**config.mk**
```make
export PLATFORM = sky130hd
export DESIGN_NAME = srse_exec
export DESIGN_NICKNAME = d
export VERILOG_FILES = /design/src/rtl/srse_pkg.sv /design/src/rtl/srse_exec.sv
export SDC_FILE = /design/constraint.sdc
export NUM_CORES = 1
export LEC_CHECK = 0
export ABC_AREA = 1
export BUFFER_PORTS_ARGS = -buffer_cell sky130_fd_sc_hd__buf_2
export CAP_MARGIN = 20
export CORE_MARGIN = 4
export CORE_UTILIZATION = 30
export DETAILED_ROUTE_END_ITERATION = 7
export PLACE_DENSITY = 0.56
export SYNTH_ARGS = -nofsm -noshare
export SYNTH_HDL_FRONTEND = slang
export SYNTH_SLANG_ARGS = --single-unit
```
**constraint.sdc**
```tcl
create_clock -name CLOCK_IN -period 3.9 [get_ports CLOCK_IN]
set_input_delay 0.585 -clock CLOCK_IN [delete_from_list [all_inputs] [get_ports CLOCK_IN]]
set_output_delay 0.585 -clock CLOCK_IN [all_outputs]
set_load 0.05 [all_outputs]
```
**src/rtl/srse_pkg.sv**
```systemverilog
package srse_pkg;
  // Opcodes
  localparam logic [7:0] OP_PUSH_A = 8'h36;
  localparam logic [7:0] OP_PUSH_B = 8'h37;
  localparam logic [7:0] OP_PULL_A = 8'h32;
  localparam logic [7:0] OP_PULL_B = 8'h33;
  localparam logic [7:0] OP_ROL_A = 8'h49;
  localparam logic [7:0] OP_ROL_B = 8'h59;
  localparam logic [7:0] OP_ROL_FULL = 8'h79;
  localparam logic [7:0] OP_ROL_OFS = 8'h69;
  localparam logic [7:0] OP_ROR_A = 8'h46;
  localparam logic [7:0] OP_ROR_B = 8'h56;
  localparam logic [7:0] OP_ROR_FULL = 8'h76;
  localparam logic [7:0] OP_ROR_OFS = 8'h66;
  localparam logic [7:0] OP_IRET = 8'h3B;
  localparam logic [7:0] OP_SRET = 8'h39;
  localparam logic [7:0] OP_ADIFF = 8'h10;
  localparam logic [7:0] OP_BSUB_IMM = 8'h82;
  localparam logic [7:0] OP_BSUB_DIR = 8'h92;
  localparam logic [7:0] OP_BSUB_FULL = 8'hB2;
  // Cycle counts per instruction
  localparam logic [3:0] CYC_STACK = 4'h4;
  localparam logic [3:0] CYC_ROT_ACC = 4'h2;
  localparam logic [3:0] CYC_ROT_FULL = 4'h6;
  localparam logic [3:0] CYC_ROT_OFS = 4'h7;
  localparam logic [3:0] CYC_IRET = 4'hA;
  localparam logic [3:0] CYC_SRET = 4'h5;
  localparam logic [3:0] CYC_ADIFF = 4'h2;
  localparam logic [3:0] CYC_BSUB_IMM = 4'h2;
  localparam logic [3:0] CYC_BSUB_DIR = 4'h3;
  localparam logic [3:0] CYC_BSUB_FULL = 4'h4;
  // Flag register bit positions
  localparam int FLG_C = 0;
  localparam int FLG_V = 1;
  localparam int FLG_Z = 2;
  localparam int FLG_N = 3;
  localparam int FLG_I = 4;
  localparam int FLG_H = 5;
  localparam logic [1:0] FLG_TOP_ONES = 2'h3;
  // Reset values and the interrupt return byte count
  localparam logic [15:0] RST_STACK = 16'h0000;
  localparam logic [7:0] RST_FLAGS = 8'hC0;
  localparam logic [7:0] RST_BYTE = 8'h00;
  localparam logic [2:0] IRET_BYTES = 3'h7;

  typedef struct packed {
    logic [7:0] first_accumulator;
    logic [7:0] second_accumulator;
    logic [7:0] index_high_byte;
    logic [7:0] index_low_byte;
    logic [7:0] counter_high_byte;
    logic [7:0] counter_low_byte;
    logic [15:0] stack_pointer;
    logic [7:0] flag_register;
  } srse_regs_s;

  typedef struct packed {
    logic rd;
    logic wr;
    logic [15:0] addr;
    logic [7:0] wdata;
  } srse_mem_s;
endpackage : srse_pkg

```
**src/rtl/srse_exec.sv**
```systemverilog
`timescale 1ns/1ps
`default_nettype none
module srse_exec (
  // Clock and reset
  input wire logic CLOCK_IN,
  input wire logic RST_N_IN,
  // Instruction issue
  input wire logic START_IN,
  input wire logic [7:0] OPCODE_IN,
  input wire logic [7:0] OPERAND_IN,
  input wire logic [15:0] OPERAND_ADDR_IN,
  // Memory
  input wire logic [7:0] MEM_RDATA_IN,
  output logic [15:0] MEM_ADDR_OUT,
  output logic [7:0] MEM_WDATA_OUT,
  output logic MEM_RD_OUT,
  output logic MEM_WR_OUT,
  // State
  output logic BUSY_OUT,
  output logic DONE_OUT,
  output logic ILLEGAL_OUT,
  output srse_pkg::srse_regs_s REGS_OUT
);
  // ==========================================================
  // Decode
  typedef enum {SRSE_IDLE, SRSE_RUN} srse_state_e;
  srse_state_e state;
  srse_pkg::srse_regs_s r;
  logic [7:0] op;
  logic [3:0] cnt;
  logic [2:0] pulls;
  // Read data arrives a cycle after the strobe, so landings trail issues
  logic land;
  logic [2:0] land_cnt;
  logic [3:0] next_cycles;
  logic next_legal;

  always_comb begin
    next_legal = 1'b1;
    case (OPCODE_IN)
      srse_pkg::OP_PUSH_A, srse_pkg::OP_PUSH_B,
      srse_pkg::OP_PULL_A, srse_pkg::OP_PULL_B:
        next_cycles = srse_pkg::CYC_STACK;
      srse_pkg::OP_ROL_A, srse_pkg::OP_ROL_B,
      srse_pkg::OP_ROR_A, srse_pkg::OP_ROR_B:
        next_cycles = srse_pkg::CYC_ROT_ACC;
      srse_pkg::OP_ROL_FULL, srse_pkg::OP_ROR_FULL:
        next_cycles = srse_pkg::CYC_ROT_FULL;
      srse_pkg::OP_ROL_OFS, srse_pkg::OP_ROR_OFS:
        next_cycles = srse_pkg::CYC_ROT_OFS;
      srse_pkg::OP_IRET: next_cycles = srse_pkg::CYC_IRET;
      srse_pkg::OP_SRET: next_cycles = srse_pkg::CYC_SRET;
      srse_pkg::OP_ADIFF: next_cycles = srse_pkg::CYC_ADIFF;
      srse_pkg::OP_BSUB_IMM: next_cycles = srse_pkg::CYC_BSUB_IMM;
      srse_pkg::OP_BSUB_DIR: next_cycles = srse_pkg::CYC_BSUB_DIR;
      srse_pkg::OP_BSUB_FULL: next_cycles = srse_pkg::CYC_BSUB_FULL;
      default: begin
        next_cycles = 4'h1;
        next_legal = 1'b0;
      end
    endcase
  end

  // ==========================================================
  // Arithmetic, all on the final cycle
  logic is_mem_op;
  logic [7:0] src;
  logic [7:0] sub_b;
  logic [7:0] res;
  logic [7:0] next_flags;
  logic sub_c;
  logic rot_c;
  logic is_rot;
  logic is_sub;
  logic use_b_acc;

  always_comb begin
    use_b_acc = (op == srse_pkg::OP_ROL_B) || (op == srse_pkg::OP_ROR_B);
    is_mem_op = (op == srse_pkg::OP_ROL_FULL) || (op == srse_pkg::OP_ROL_OFS) ||
                (op == srse_pkg::OP_ROR_FULL) || (op == srse_pkg::OP_ROR_OFS);
    src = is_mem_op ? OPERAND_IN :
          (use_b_acc ? r.second_accumulator : r.first_accumulator);
    is_rot = 1'b1;
    is_sub = 1'b0;
    sub_b = (op == srse_pkg::OP_ADIFF) ? r.second_accumulator : OPERAND_IN;
    sub_c = 1'b0;
    rot_c = 1'b0;
    res = src;
    case (op)
      srse_pkg::OP_ROL_A, srse_pkg::OP_ROL_B, srse_pkg::OP_ROL_FULL,
      srse_pkg::OP_ROL_OFS: begin
        res = {src[6:0], r.flag_register[srse_pkg::FLG_C]};
        rot_c = src[7];
      end
      srse_pkg::OP_ROR_A, srse_pkg::OP_ROR_B, srse_pkg::OP_ROR_FULL,
      srse_pkg::OP_ROR_OFS: begin
        res = {r.flag_register[srse_pkg::FLG_C], src[7:1]};
        rot_c = src[0];
      end
      srse_pkg::OP_ADIFF: begin
        is_rot = 1'b0;
        is_sub = 1'b1;
        res = r.first_accumulator - sub_b;
      end
      srse_pkg::OP_BSUB_IMM, srse_pkg::OP_BSUB_DIR,
      srse_pkg::OP_BSUB_FULL: begin
        is_rot = 1'b0;
        is_sub = 1'b1;
        res = r.first_accumulator - sub_b -
              {7'h00, r.flag_register[srse_pkg::FLG_C]};
      end
      default: is_rot = 1'b0;
    endcase
    sub_c = (~r.first_accumulator[7] & sub_b[7]) | (sub_b[7] & res[7]) |
            (res[7] & ~r.first_accumulator[7]);
    next_flags = r.flag_register;
    next_flags[srse_pkg::FLG_N] = res[7];
    next_flags[srse_pkg::FLG_Z] = (res == 8'h00);
    if (is_rot) begin
      next_flags[srse_pkg::FLG_C] = rot_c;
      next_flags[srse_pkg::FLG_V] = res[7] ^ rot_c;
    end else begin
      next_flags[srse_pkg::FLG_C] = sub_c;
      next_flags[srse_pkg::FLG_V] =
        (r.first_accumulator[7] & ~sub_b[7] & ~res[7]) |
        (~r.first_accumulator[7] & sub_b[7] & res[7]);
    end
    if (!is_rot && !is_sub) begin
      next_flags = r.flag_register;
    end
  end

  // ==========================================================
  // Sequencer
  wire last = (state == SRSE_RUN) && (cnt == 4'h1);
  wire is_pull = (op == srse_pkg::OP_PULL_A) || (op == srse_pkg::OP_PULL_B);
  wire is_push = (op == srse_pkg::OP_PUSH_A) || (op == srse_pkg::OP_PUSH_B);
  wire is_iret = (op == srse_pkg::OP_IRET);
  wire is_sret = (op == srse_pkg::OP_SRET);
  // Stack bytes are fetched one per cycle; the memory is assumed to
  // answer reads on the cycle after the strobe
  wire pull_issue = (state == SRSE_RUN) && (pulls != 3'h0);
  wire pull_land = (state == SRSE_RUN) && land;

  always_ff @(posedge CLOCK_IN) begin
    if (!RST_N_IN) begin
      state <= SRSE_IDLE;
      op <= 8'h00;
      cnt <= 4'h0;
      pulls <= 3'h0;
      land <= 1'b0;
      land_cnt <= 3'h0;
      ILLEGAL_OUT <= 1'b0;
    end else begin
      land <= MEM_RD_OUT;
      case (state)
        SRSE_IDLE: if (START_IN) begin
          op <= OPCODE_IN;
          cnt <= next_cycles;
          ILLEGAL_OUT <= !next_legal;
          state <= SRSE_RUN;
          if (OPCODE_IN == srse_pkg::OP_IRET) begin
            pulls <= srse_pkg::IRET_BYTES;
            land_cnt <= srse_pkg::IRET_BYTES;
          end else if (OPCODE_IN == srse_pkg::OP_SRET) begin
            pulls <= 3'h2;
            land_cnt <= 3'h2;
          end else if (OPCODE_IN == srse_pkg::OP_PULL_A ||
                       OPCODE_IN == srse_pkg::OP_PULL_B) begin
            pulls <= 3'h1;
            land_cnt <= 3'h1;
          end else begin
            pulls <= 3'h0;
            land_cnt <= 3'h0;
          end
        end
        SRSE_RUN: begin
          cnt <= cnt - 4'h1;
          if (pull_issue) begin
            pulls <= pulls - 3'h1;
          end
          if (pull_land) begin
            land_cnt <= land_cnt - 3'h1;
          end
          if (last) begin
            state <= SRSE_IDLE;
          end
        end
        default: state <= SRSE_IDLE;
      endcase
    end
  end

  // ==========================================================
  // Memory strobes, one access per stacked byte
  always_ff @(posedge CLOCK_IN) begin
    if (!RST_N_IN) begin
      MEM_RD_OUT <= 1'b0;
      MEM_WR_OUT <= 1'b0;
      MEM_ADDR_OUT <= srse_pkg::RST_STACK;
      MEM_WDATA_OUT <= srse_pkg::RST_BYTE;
    end else begin
      MEM_RD_OUT <= pull_issue;
      MEM_WR_OUT <= is_push && (state == SRSE_RUN) &&
                    (cnt == srse_pkg::CYC_STACK);
      if (pull_issue) begin
        MEM_ADDR_OUT <= r.stack_pointer + 16'h0001;
      end else if (is_push && (state == SRSE_RUN) &&
                   (cnt == srse_pkg::CYC_STACK)) begin
        MEM_ADDR_OUT <= r.stack_pointer;
        MEM_WDATA_OUT <= (op == srse_pkg::OP_PUSH_B) ?
                         r.second_accumulator : r.first_accumulator;
      end
    end
  end
  // ==========================================================
  // Architectural registers
  always_ff @(posedge CLOCK_IN) begin
    if (!RST_N_IN) begin
      r <= '{first_accumulator: srse_pkg::RST_BYTE,
             second_accumulator: srse_pkg::RST_BYTE,
             index_high_byte: srse_pkg::RST_BYTE,
             index_low_byte: srse_pkg::RST_BYTE,
             counter_high_byte: srse_pkg::RST_BYTE,
             counter_low_byte: srse_pkg::RST_BYTE,
             stack_pointer: srse_pkg::RST_STACK,
             flag_register: srse_pkg::RST_FLAGS};
    end else begin
      if (pull_issue) begin
        r.stack_pointer <= r.stack_pointer + 16'h0001;
      end
      if (is_push && (state == SRSE_RUN) &&
          (cnt == srse_pkg::CYC_STACK)) begin
        r.stack_pointer <= r.stack_pointer - 16'h0001;
      end
      if (pull_land && is_pull) begin
        if (op == srse_pkg::OP_PULL_B) begin
          r.second_accumulator <= MEM_RDATA_IN;
        end else begin
          r.first_accumulator <= MEM_RDATA_IN;
        end
      end
      if (pull_land && is_sret) begin
        if (land_cnt == 3'h2) begin
          r.counter_high_byte <= MEM_RDATA_IN;
        end else begin
          r.counter_low_byte <= MEM_RDATA_IN;
        end
      end
      if (pull_land && is_iret) begin
        case (land_cnt)
          3'h7: r.flag_register <= {srse_pkg::FLG_TOP_ONES,
                                    MEM_RDATA_IN[5:0]};
          3'h6: r.second_accumulator <= MEM_RDATA_IN;
          3'h5: r.first_accumulator <= MEM_RDATA_IN;
          3'h4: r.index_high_byte <= MEM_RDATA_IN;
          3'h3: r.index_low_byte <= MEM_RDATA_IN;
          3'h2: r.counter_high_byte <= MEM_RDATA_IN;
          default: r.counter_low_byte <= MEM_RDATA_IN;
        endcase
      end
      if (last && (is_rot || is_sub)) begin
        r.flag_register <= {srse_pkg::FLG_TOP_ONES,
                            next_flags[5:0]};
        if (use_b_acc) begin
          r.second_accumulator <= res;
        end else if (!is_mem_op) begin
          r.first_accumulator <= res;
        end
      end
    end
  end

  // ==========================================================
  // Status outputs
  always_ff @(posedge CLOCK_IN) begin
    if (!RST_N_IN) begin
      BUSY_OUT <= 1'b0;
      DONE_OUT <= 1'b0;
      REGS_OUT <= '0;
    end else begin
      BUSY_OUT <= (state == SRSE_IDLE) ? START_IN : !last;
      DONE_OUT <= last;
      REGS_OUT <= r;
    end
  end

  // ==========================================================
  // Checks
  chk_push_sp: assert property (@(posedge CLOCK_IN) disable iff (!RST_N_IN)
    MEM_WR_OUT |-> MEM_ADDR_OUT == r.stack_pointer + 16'h0001)
    else $error("push address not prior stack pointer");
  chk_pull_sp: assert property (@(posedge CLOCK_IN) disable iff (!RST_N_IN)
    MEM_RD_OUT |-> MEM_ADDR_OUT == r.stack_pointer)
    else $error("pull address not incremented pointer");
  chk_flag_top: assert property (@(posedge CLOCK_IN) disable iff (!RST_N_IN)
    r.flag_register[7:6] == srse_pkg::FLG_TOP_ONES)
    else $error("flag top bits not one");
  chk_rot_v: assert property (@(posedge CLOCK_IN) disable iff (!RST_N_IN)
    last && is_rot |=> r.flag_register[1] ==
      (r.flag_register[3] ^ r.flag_register[0]))
    else $error("rotate overflow wrong");
  chk_rot_hi: assert property (@(posedge CLOCK_IN) disable iff (!RST_N_IN)
    last && is_rot |=> $stable(r.flag_register[5:4]))
    else $error("rotate touched H or I");
  chk_diff_b: assert property (@(posedge CLOCK_IN) disable iff (!RST_N_IN)
    last && op == srse_pkg::OP_ADIFF |=> $stable(r.second_accumulator))
    else $error("difference changed B");
  chk_iret_len: assert property (@(posedge CLOCK_IN) disable iff (!RST_N_IN)
    state == SRSE_IDLE && START_IN && OPCODE_IN == srse_pkg::OP_IRET
    |=> ##10 DONE_OUT)
    else $error("interrupt return length wrong");
  chk_sret_len: assert property (@(posedge CLOCK_IN) disable iff (!RST_N_IN)
    state == SRSE_IDLE && START_IN && OPCODE_IN == srse_pkg::OP_SRET
    |=> ##5 DONE_OUT)
    else $error("subroutine return length wrong");
  cov_iret: cover property (@(posedge CLOCK_IN) last && is_iret);
  cov_push: cover property (@(posedge CLOCK_IN) MEM_WR_OUT);
  cov_bsub: cover property (@(posedge CLOCK_IN) last && is_sub && sub_c);
endmodule : srse_exec
`default_nettype wire

```
Word level (Yosys, flattened, before mapping)
Cells that the tools add are included.

Bits in registers: 221. Input bits: 43. Word-level logic and storage cells: 204.

$add $sub $neg: 7. Equal/unequal tests: 51. Muxes and demuxes: 50. Bitwise operators: 15. Reduce and logical (&&, ||, !) cells: 51.

Operators with widths (count): 8-bit 2-to-1 mux (17); 8-bit by 7-bit == test with 1-bit output, second input constant (16); 16-bit 2-to-1 mux (7); 8-bit by 6-bit == test with 1-bit output, second input constant (12); 32-bit zero test (2); 32-bit 2-to-1 mux (2); 32-bit one-hot mux with 2 select lines (1); 8-bit == test, second input constant (6); 48-bit 2-to-1 mux (1); 32-bit by 1-bit == test with 1-bit output, second input constant (1); 32-bit by 2-bit == test with 1-bit output, second input constant (1); 8-bit one-hot mux with 4 select lines (1); 4-bit one-hot mux with 7 select lines (1); 6-bit 2-to-1 mux (3); 18-bit OR reduction (1); 16-bit by 1-bit adder with 16-bit output, second input constant (1); 8-bit by 5-bit == test with 1-bit output, second input constant (2); 16-bit by 1-bit subtractor with 16-bit output, second input constant (1); 3-bit == test, second input constant (4); 3-bit 2-to-1 mux (4); 3-bit one-hot mux with 2 select lines (2); 2-bit AND reduction (6); 3-bit AND reduction (4); 4-bit OR reduction (3); other kinds (28) (75).

Longest topological paths before layout
Gate-level depths: netlist of run 1.

Depth in word-level cells: 12. Gate-level depth with buffers: 27.

Worst setup path after synthesis of run 1
No wires, ideal clock.

Path kind: flip-flop to flip-flop. Start point: register op[3]. End point: register r[2] (netlist name). Data arrival time: 3.231 ns. Data required time: 3.833 ns. Setup slack: 0.601 ns. Stages on the path, launching flop included: 23. Clock period less this slack: 3.299 ns. Cell sequence: dfxtp_1 -> inv_1 -> nand2_1 -> inv_1 -> nand3_1 -> nor2_1 -> clkbuf_1 -> nand2_1 -> o21ai_0 -> ha_1 -> inv_1 -> fa_1 -> inv_1 -> ha_1 -> inv_1 -> nor2_1 -> o21ai_0 -> o21ai_0 -> nor3_4 -> nand2_1 -> nor2_1 -> nand2_1 -> a21oi_2.

Word-level cells in the longest chain between the ends: 9. Elaborated cells on any way between the ends: 43.

RTL lines: from (decl) (line srse_exec.sv:29) `logic [7:0] op;`; from (signal assigned) (line srse_exec.sv:148) `op <= 8'h00;`; from (signal assigned) (line srse_exec.sv:158) `op <= OPCODE_IN;`; branches (longest 9 deep; another with 8-bit subtractor); to (signal assigned) (line srse_exec.sv:220) `r <= '{first_accumulator: srse_pkg::RST_BYTE,`; to (decl) (line srse_exec.sv:28) `srse_pkg::srse_regs_s r;`.

Parallel ways; which one is timed is not known. The select of a mux whose other input is x is not followed. A chain may end at the register's enable or synchronous reset.

Worst setup path after layout of run 1
Ends and elaborated chain as after synthesis.

==> results of run 1 <==
==> logic make-up after synthesis <==
family	after synthesis	share of synthesized area (%)
XOR/XNOR	17	1.608
AND/OR/NAND/NOR	543	26.24
flip-flops	190	41.08
buffers and inverters	284	12.03
AO/OA/AOI/OAI	255	15.72
adder cells (fa/ha/maj)	24	3.324
==> area by class of cell <==
class,count,area (um2),share of cell area [%]
Sequential cell,190,3804,35.27
Tap cell,396,495.5,4.594
Clock buffer,19,432.9,4.014
Clock inverter,12,105.1,0.9746
Multi-Input combinational cell,839,4352,40.35
Inverter,235,882.1,8.180
Timing Repair Buffer,137,713.2,6.613
==> registers in the layout, indices dropped and copies added, names as in the netlist, 3 cells and up <==
signal	flops
REGS_OUT	71
land_cnt	3
cnt	4
pulls	3
r	70
MEM_ADDR_OUT	16
MEM_WDATA_OUT	8
op	8
==> where the power goes <==
group          leakage (nW)  internal (W)  total [W]  switching [W]
sequential             1.54       0.00198    0.00203      0.0000473
combinational          3.61      0.000155   0.000524       0.000369
clock                 0.260      0.000831    0.00163       0.000801
==> per-layer routing <==
metal | global-route usage, % | part of all wire, % | wire, um | up-vias
met2 | 24.25 | 45 | 11470 | 214
met1 | 20.79 | 48 | 12370 | 3951
met5 | 0 | 0 | 0 | -
met3 | 2.533 | 5.3 | 1375 | 31
li1 | - | - | - | 4410
met4 | 4.917 | 1.9 | 500 | 0
==> cells in the mapped netlist, types with 7 or more instances <==
| master | n | area, um2 |
|---|---|---|
| nor2_1 | 93 | 349.1 |
| ha_1 | 23 | 287.8 |
| buf_2 | 11 | 55.05 |
| inv_2 | 11 | 41.29 |
| a31oi_1 | 11 | 68.82 |
| clkbuf_1 | 32 | 120.1 |
| nand3_2 | 11 | 110.1 |
| nand3_1 | 80 | 400.4 |
| o21ai_0 | 108 | 540.5 |
| nand2_1 | 287 | 1077 |
| nor3_1 | 22 | 110.1 |
| dfxtp_1 | 190 | 3804 |
| o211ai_1 | 14 | 105.1 |
| a21oi_1 | 85 | 425.4 |
| nor2_4 | 7 | 78.83 |
| inv_1 | 219 | 822.0 |
| xor2_1 | 16 | 140.1 |
| nand2_2 | 8 | 50.05 |
| nand4_1 | 14 | 87.58 |
==> worst min-delay path: stages <==
cell and delay [ns]:
buf_2 0.09, nor2_1 0.07, nor2_1 0.09
==> how the worst max path moves through the flow <==
| stage | cells after the start | slack (ns) | endpoint |
|---|---|---|---|
| after floorplan | 22 | 0.60 | r[2] |
| after CTS | 24 | 0.34 | r[2] |
| final | 21 | 0.48 | r[2] |
| after global routing | 24 | 0.06 | r[2] |
| after global placement | 23 | 0.43 | r[2] |
| after detailed placement | 25 | 0.36 | r[2] |
==> metrics by stage <==
step                      cells  setup WS [ns]
after floorplan            1313         0.6014
after CTS                  1828         0.3387
after detailed placement   1797         0.3649
final                      1828         0.4833
after global routing       1828        0.05740
after global placement     1797         0.4263
==> summary.txt, run 1 <==
Status - finished, final reports clean
WS Path Type - reg2reg
Clock period minus worst slack - 3.417 ns
CTS sink count - 190
Hold path cells - 3
Root Driver - clkbuf_16
Initial antenna violation count - 0
Core area - 0.03051 mm2
Ys flop type - dfxtp_1
DRC - 0
Hold path endpoint - state[0]
Dpl hpwl - 19280 um
Flop-to-flop setup slack - 0.48 ns
Largest net degree at the start of global routing - 60
Number of synthesized flops with an enable pin - 0
Diode count - 0
Endpoint type of the worst setup path - flip-flop
FFs w/ async S/R, synth - 0%
Worst Path Required - 4.27 ns
R2r startpoint - op[3]
Total setup buffers inserted after CTS - 0
Commonest non-fill, non-tap cells in the layout - 287 x nand2_1, 219 x inv_1, 190 x dfxtp_1
Clk_skew - 0.01934 ns
Crit path launch - op[3]
Final cycle utilization of the critical path - 87.61%
Pwr dens - 388.0 mW/mm2
Largest delay share family, worst path - simple AND/OR/NAND/NOR gates
Final hold violations - 0
Crit path launch type - flip-flop
Mean Syn Cell Area - 7.052 um2
# H-tree levels - 4
Die ar. - 0.03374 mm2
Hold_sp - START_IN
DRT Pass-1 Iters - 5
Syn Nets - 1380
Cell area after synthesis - 0.009259 mm2
CTS buffer count - 17
CP Max Fanout - 7
# IOs - 144
Initial DRC count - 613
Post-synthesis cell count - 1313
Worst Hold Class - in2reg
P_leak - 5.406 nW
Final instance area - 0.01078 mm2
Crit path max-delay cell type - fa_1
Area Growth Syn to Fin - 16.47%
Share of layout cells above drive strength 1 - 15.50%
Worst reg2reg path depth - 21
Worst slew margin - 45.65%
Max-Cap Viols - 0
Post-route ant nets - 0
Clock slew at reported path FFs - 0.08 ns
Setup tns final - 0 ns
Site row count - 64
FF+latch count, synth - 190
Critical Path Max Stage Delay - 0.48 ns
Starting Density - 30.35%
Slew @ Worst Pin - 0.8123 ns
Number of buffers and inverters on the critical path - 5
Max clock buf depth - 2
R2r endpoint - r[2]
Vias - 8606
Fin. max-slew vios - 0
Vias per inst - 4.708
GP Congestion - 0.8637
Synth cell types - 49
Post_cts resized - 0
Yosys synthesis warning count - 0
Die Ht - 183.7 um
Final Util - 35.35%
Fillcell total - 3290
Critical path cell sequence - inv_1 > nand2_1 > inv_1 > nand3_1 > nor2_4 > nand2_1 > o21ai_0 > ha_1 > inv_1 > fa_1 > inv_1 > ha_1 > inv_1 > nor2_1 > o21ai_0 > o21ai_0 > nor3_4 > nand2_1 > nor2_1 > nand2_1 > a21oi_2
Hold WS - 0.4211 ns
Leading cell type in the layout, fill and taps excluded - nand2_1
First-pass GRT wire length - 41410 um
Wire per inst - 14.06 um
Routed WL - 25710 um
Clock Latency Late Sink - 0.44 ns
Placed inst area - 0.01024 mm2
Overflow after GRT - 0
PortBufs - 127
Seq/Total Area, Yosys - 41.08%
Die X - 183.7 um
Total power - 0.004184 W
F_max - 292.7 MHz
Layout Nets - 1487
WP data arrival - 3.79 ns
CTS tree - yes
Cell repeated most along the worst path - inv_1
Final setup viols - 0
Hold-fix buffers, CTS - 0
Number of global-route vias before repair - 8028
RSZ-0062 raised after global routing - no
Worst IR drop on VDD - 0.3369 mV
Gr usage total - 15.13%
Power figures use the tool's default switching activity.
==> run 2, diff against run 1 <==
Settings changed: CORE_ASPECT_RATIO set to 0.5, REMOVE_ABC_BUFFERS set to 1.
==> run 2 against run 1 <==
Die area is 0.50% higher. Cell count is 0.16% higher. Cell area is 0.52% higher. Worst hold slack worse by 0.0078 ns. Combinational power is 1% lower. Wire length is 0.19% lower. Clock skew is 0.0099 ns lower. Fmax is 0.95% higher. Via count is 1.3% lower. Worst setup slack better by 0.032 ns. First-iteration DRC count is 24% higher. Total power is 2.7% higher.
==> summary.txt, run 2 (synthesis results as in run 1) <==
Starting Density - 30.51%
Diode count - 0
Worst Path Required - 4.28 ns
Final Util - 35.72%
Core area - 0.03035 mm2
Leading cell type in the layout, fill and taps excluded - nand2_1
Setup tns final - 0 ns
Final cycle utilization of the critical path - 86.78%
Max-Cap Viols - 0
Die X - 256.4 um
Fin. max-slew vios - 0
Largest regs - REGS_OUT: 71 flops, r: 70 flops, MEM_ADDR_OUT: 16 flops
Gr usage total - 15.19%
Largest net degree at the start of global routing - 147
PortBufs - 127
Max clock buf depth - 2
Post_cts resized - 0
Total setup buffers inserted after CTS - 0
Worst IR drop on VDD - 0.2850 mV
Slew @ Worst Pin - 0.7271 ns
Clock period minus worst slack - 3.384 ns
Dpl hpwl - 18640 um
Area Growth Syn to Fin - 17.08%
F_max - 295.5 MHz
Vias - 8490
Commonest non-fill, non-tap cells in the layout - 287 x nand2_1, 219 x inv_1, 190 x dfxtp_1
P_leak - 5.435 nW
Final setup viols - 0
Worst slew margin - 51.35%
Share of layout cells above drive strength 1 - 15.64%
Fillcell total - 3283
Crit path launch type - flip-flop
CTS buffer count - 17
Final hold violations - 0
R2r startpoint - op[3]
DRT Pass-1 Iters - 5
Overflow after GRT - 0
Number of global-route vias before repair - 8013
Initial DRC count - 760
CTS tree - yes
Routed WL - 25660 um
Site row count - 45
Crit path launch - op[3]
RSZ-0062 raised after global routing - no
WS Path Type - reg2reg
CP Max Fanout - 16
Hold WS - 0.4133 ns
WP data arrival - 3.76 ns
DRC - 0
Clock slew at reported path FFs - 0.07 ns
Hold-fix buffers, CTS - 0
Post-route ant nets - 0
Clk_skew - 0.009484 ns
Biggest register - REGS_OUT
Die ar. - 0.03391 mm2
Max reg flops - 71
Root Driver - clkbuf_16
Flop-to-flop setup slack - 0.52 ns
Worst Hold Class - in2reg
Die Ht - 132.2 um
First-pass GRT wire length - 41880 um
GP Congestion - 0.8868
Final Non-Filler Cells - 1831
# H-tree levels - 4
Hold_sp - START_IN
Endpoint type of the worst setup path - flip-flop
CTS sink count - 190
# IOs - 144
Status - finished, final reports clean
Layout Nets - 1486
Clock Latency Late Sink - 0.45 ns
Vias per inst - 4.637
Initial antenna violation count - 0
Placed cells - 1799
Pwr dens - 396.2 mW/mm2
Wire per inst - 14.01 um
[run 2: changes by cell type in the layout (fill, tap and decap cells not counted), sizes merged]
cell,before,now
buf,137,136
bufinv,0,1
clkinv,9,10
clkbuf,19,21
inv,236,233
[run 2: where the power goes]
part | internal, W | switching [W] | leakage, nW
Sequential | 0.00198 | 0.0000472 | 1.54
Combinational | 0.000156 | 0.000361 | 3.61
Clock | 0.000955 | 0.000793 | 0.288
Total | 0.00309 | 0.00120 | 5.43
[run 2: final cells by class]
class | count | area, um2 | share of cell area (%)
clock inverters | 11 | 106.4 | 0.9811
repair buffers | 136 | 721.9 | 6.660
well taps | 399 | 499.2 | 4.605
multi-input cells | 839 | 4347 | 40.10
clock buffers | 21 | 480.5 | 4.432
inverters | 235 | 882.1 | 8.137
flip-flops and latches | 190 | 3804 | 35.09
[run 2: routing by layer]
layer | GRT usage, % | wire length [um] | vias up | part of all wire, %
met5 | 0 | 0 | - | 0
met4 | 4.297 | 421 | 0 | 1.6
met3 | 2.974 | 871 | 31 | 3.4
met1 | 19.84 | 12250 | 3890 | 48
li1 | - | - | 4423 | -
met2 | 25.73 | 12110 | 146 | 47
[run 2: worst max-delay path, cell delays in order (launching register included)]
cell and delay (ns):
dfxtp_1 0.34, inv_1 0.13, nand2_1 0.10, inv_1 0.11
nand3_1 0.09, nor2_2 0.14, buf_6 0.18, nand2_1 0.06
o21ai_0 0.08, ha_1 0.16, inv_1 0.07, fa_1 0.43
inv_1 0.10, ha_1 0.17, inv_1 0.04, nor2_1 0.18
nand2_1 0.10, nor2_1 0.12, nand3_1 0.08, nand3_1 0.09
nand2_1 0.05, nand2_1 0.14, nand2_1 0.07, nor2_1 0.08
nand2_1 0.07, a21oi_2 0.11
[run 2: final timing paths]
check,end,depth (start not counted)
worst max-delay path,r[2],25
worst min-delay path,state[0],3
worst max register to register,r[2],25
worst min register to register,REGS_OUT[50],2
[run 2: stage by stage]
step                      total power (W)  worst slack (ns)  cell area, um2
final                            0.004295            0.5156           10840
after global routing             0.004516           0.04185           10840
after CTS                        0.004355            0.4347           10830
after detailed placement         0.002590            0.4596           10250
after global placement           0.002587            0.4848           10250
after floorplan                  0.002423            0.6000            9027
==> run 3, diff against run 2 <==
Settings changed: RECOVER_POWER set to 25.
==> run 3 against run 2 <==
The flow now finishes with violations (max-capacitance violations, max-slew violations). Global-route usage did not move. Count of clock-buffer cells in the layout did not move. Fmax barely moved. Cell area fell by 0.17%. Total power barely moved. Wire length rose by 0.30%. First-iteration DRC count fell by 1.3%. Sequential share of layout area rose by 0.061 points. Critical path type unchanged. Critical endpoint unchanged.
==> summary.txt, run 3 (synthesis results as in run 1) <==
R2r endpoint - r[2]
Pwr dens - 397.1 mW/mm2
Status - finished with violations
First-pass GRT wire length - 41880 um
Endpoint type of the worst setup path - flip-flop
Post-route ant nets - 0
R2r startpoint - op[3]
Total setup buffers inserted after CTS - 0
Reg power frac - 47.2%
Final Util - 35.66%
Max reg flops - 71
Share of layout cells above drive strength 1 - 15.57%
CTS tree - yes
# H-tree levels - 4
Switching Share - 28.03%
Flop-to-flop setup slack - 0.52 ns
# IOs - 144
Clk_skew - 0.009299 ns
End of the critical path - r[2]
P_leak - 5.426 nW
Biggest register - REGS_OUT
Root Driver - clkbuf_16
Final Worst Setup Slack - 0.5153 ns
Failing checks - max-capacitance violations, max-slew violations
DP Worst Slack - 0.4596 ns
F_max - 295.4 MHz
Worst Path Required - 4.28 ns
Largest net degree at the start of global routing - 147
Gr usage total - 15.19%
Site row count - 45
Vias per inst - 4.638
WS Path Type - reg2reg
Clock slew at reported path FFs - 0.07 ns
Worst slew margin - -90.28%
Worst Hold Class - in2reg
Int Pwr - 0.003093 W
Wire per inst - 14.06 um
Clock period minus worst slack - 3.385 ns
Die Ht - 132.2 um
Initial DRC count - 750
Crit path launch type - flip-flop
DRT Pass-1 Iters - 5
Number of global-route vias before repair - 8013
Overflow after GRT - 0
Area Growth Syn to Fin - 16.88%
Slew @ Worst Pin - 2.854 ns
Crit path launch - op[3]
Die X - 256.4 um
Starting Density - 30.51%
Fin. max-slew vios - 147
Max-Cap Viols - 1
Final setup viols - 0
CTS sink count - 190
Max clock buf depth - 2
Core area - 0.03035 mm2
CP Max Fanout - 16
RSZ-0062 raised after global routing - no
Commonest non-fill, non-tap cells in the layout - 287 x nand2_1, 219 x inv_1, 190 x dfxtp_1
CTS buffer count - 17
Final hold violations - 0
Clock Latency Late Sink - 0.45 ns
Leading cell type in the layout, fill and taps excluded - nand2_1
PortBufs - 127
GP Congestion - 0.8868
Largest regs - REGS_OUT: 71 flops, r: 70 flops, MEM_ADDR_OUT: 16 flops
Diode count - 0
Combinational Power Share - 12.0%
Net switching power - 0.001205 W
Dpl hpwl - 18640 um
Worst reg2reg path depth - 25
DRC - 0
Initial antenna violation count - 0
Hold-fix buffers, CTS - 0
Die ar. - 0.03391 mm2
Final cycle utilization of the critical path - 86.79%
WP data arrival - 3.76 ns
Worst IR drop on VDD - 0.2852 mV
Routed WL - 25740 um
Layout Nets - 1486
Vias - 8492
Clk pwr share - 40.7%
Setup tns final - 0 ns
-- run 3: changes by cell type in the layout (fill, tap and decap cells not counted), sizes merged --
| cell | before | now |
|---|---|---|
| buf | 136 | 134 |
| clkbuf | 21 | 23 |
-- run 3: critical path, stage by stage (launching register included) --
cell     delay, ns
dfxtp_1       0.34
inv_1         0.13
nand2_1       0.10
inv_1         0.11
nand3_1       0.09
nor2_2        0.14
buf_6         0.19
nand2_1       0.06
o21ai_0       0.08
ha_1          0.16
inv_1         0.07
fa_1          0.43
inv_1         0.11
ha_1          0.17
inv_1         0.04
nor2_1        0.18
nand2_1       0.10
nor2_1        0.12
nand3_1       0.08
nand3_1       0.09
nand2_1       0.05
nand2_1       0.14
nand2_1       0.07
nor2_1        0.08
nand2_1       0.08
a21oi_2       0.12
-- run 3: what timing repair did --
item	CTS	global route
gates resized for setup	0	2
hold endpoints to repair	0	0
endpoints found under the setup margin	0	1
-- run 3: power groups by stage --
stage,Sequential (W),Combinational [W],Clock [W]
floorplan,0.00211,0.000317,0
global placement,0.00207,0.000514,0
detailed placement,0.00207,0.000517,0
CTS,0.00203,0.000518,0.00181
global route,0.00204,0.000590,0.00189
finish,0.00203,0.000517,0.00175
-- run 3: per-layer routing --
layer	vias to the layer above	routed length, um	GRT usage (%)
met5	-	0	0
met2	132	12140	25.73
met3	33	866	2.974
met1	3908	12300	19.84
li1	4419	-	-
met4	0	426	4.297
-- run 3: area by class of cell --
class | instances | area, um2
Clock buffer | 21 | 480.5
Inverter | 235 | 882.1
Clock inverter | 11 | 106.4
Timing Repair Buffer | 136 | 703.2
Sequential cell | 190 | 3804
Tap cell | 399 | 499.2
Multi-Input combinational cell | 839 | 4347
Fill cell | 3286 | 19530
-- run 3: worst min-delay path by stage --
stage	startpoint	endpoint	slack, ns	depth (start not counted)
finish	START_IN	state[0]	0.41	3
global route	OPCODE_IN[7]	op[7]	0.43	3
CTS	START_IN	state[0]	0.39	3
detailed placement	r[50]	REGS_OUT[50]	0.42	2
global placement	r[53]	REGS_OUT[53]	0.41	2
floorplan	r[24]	REGS_OUT[24]	0.40	2
-- run 3: stage by stage --
stage / hold slack (ns) / power, W / cells / cell area, um2
2_1_floorplan: 0.4032 / 0.002423 / 1264 / 9027
3_3_place_gp: 0.4120 / 0.002587 / 1799 / 10250
3_5_place_dp: 0.4151 / 0.002590 / 1799 / 10250
4_1_cts: 0.3879 / 0.004355 / 1831 / 10830
5_1_grt: 0.4261 / 0.004515 / 1831 / 10820
6_report: 0.4131 / 0.004297 / 1831 / 10820
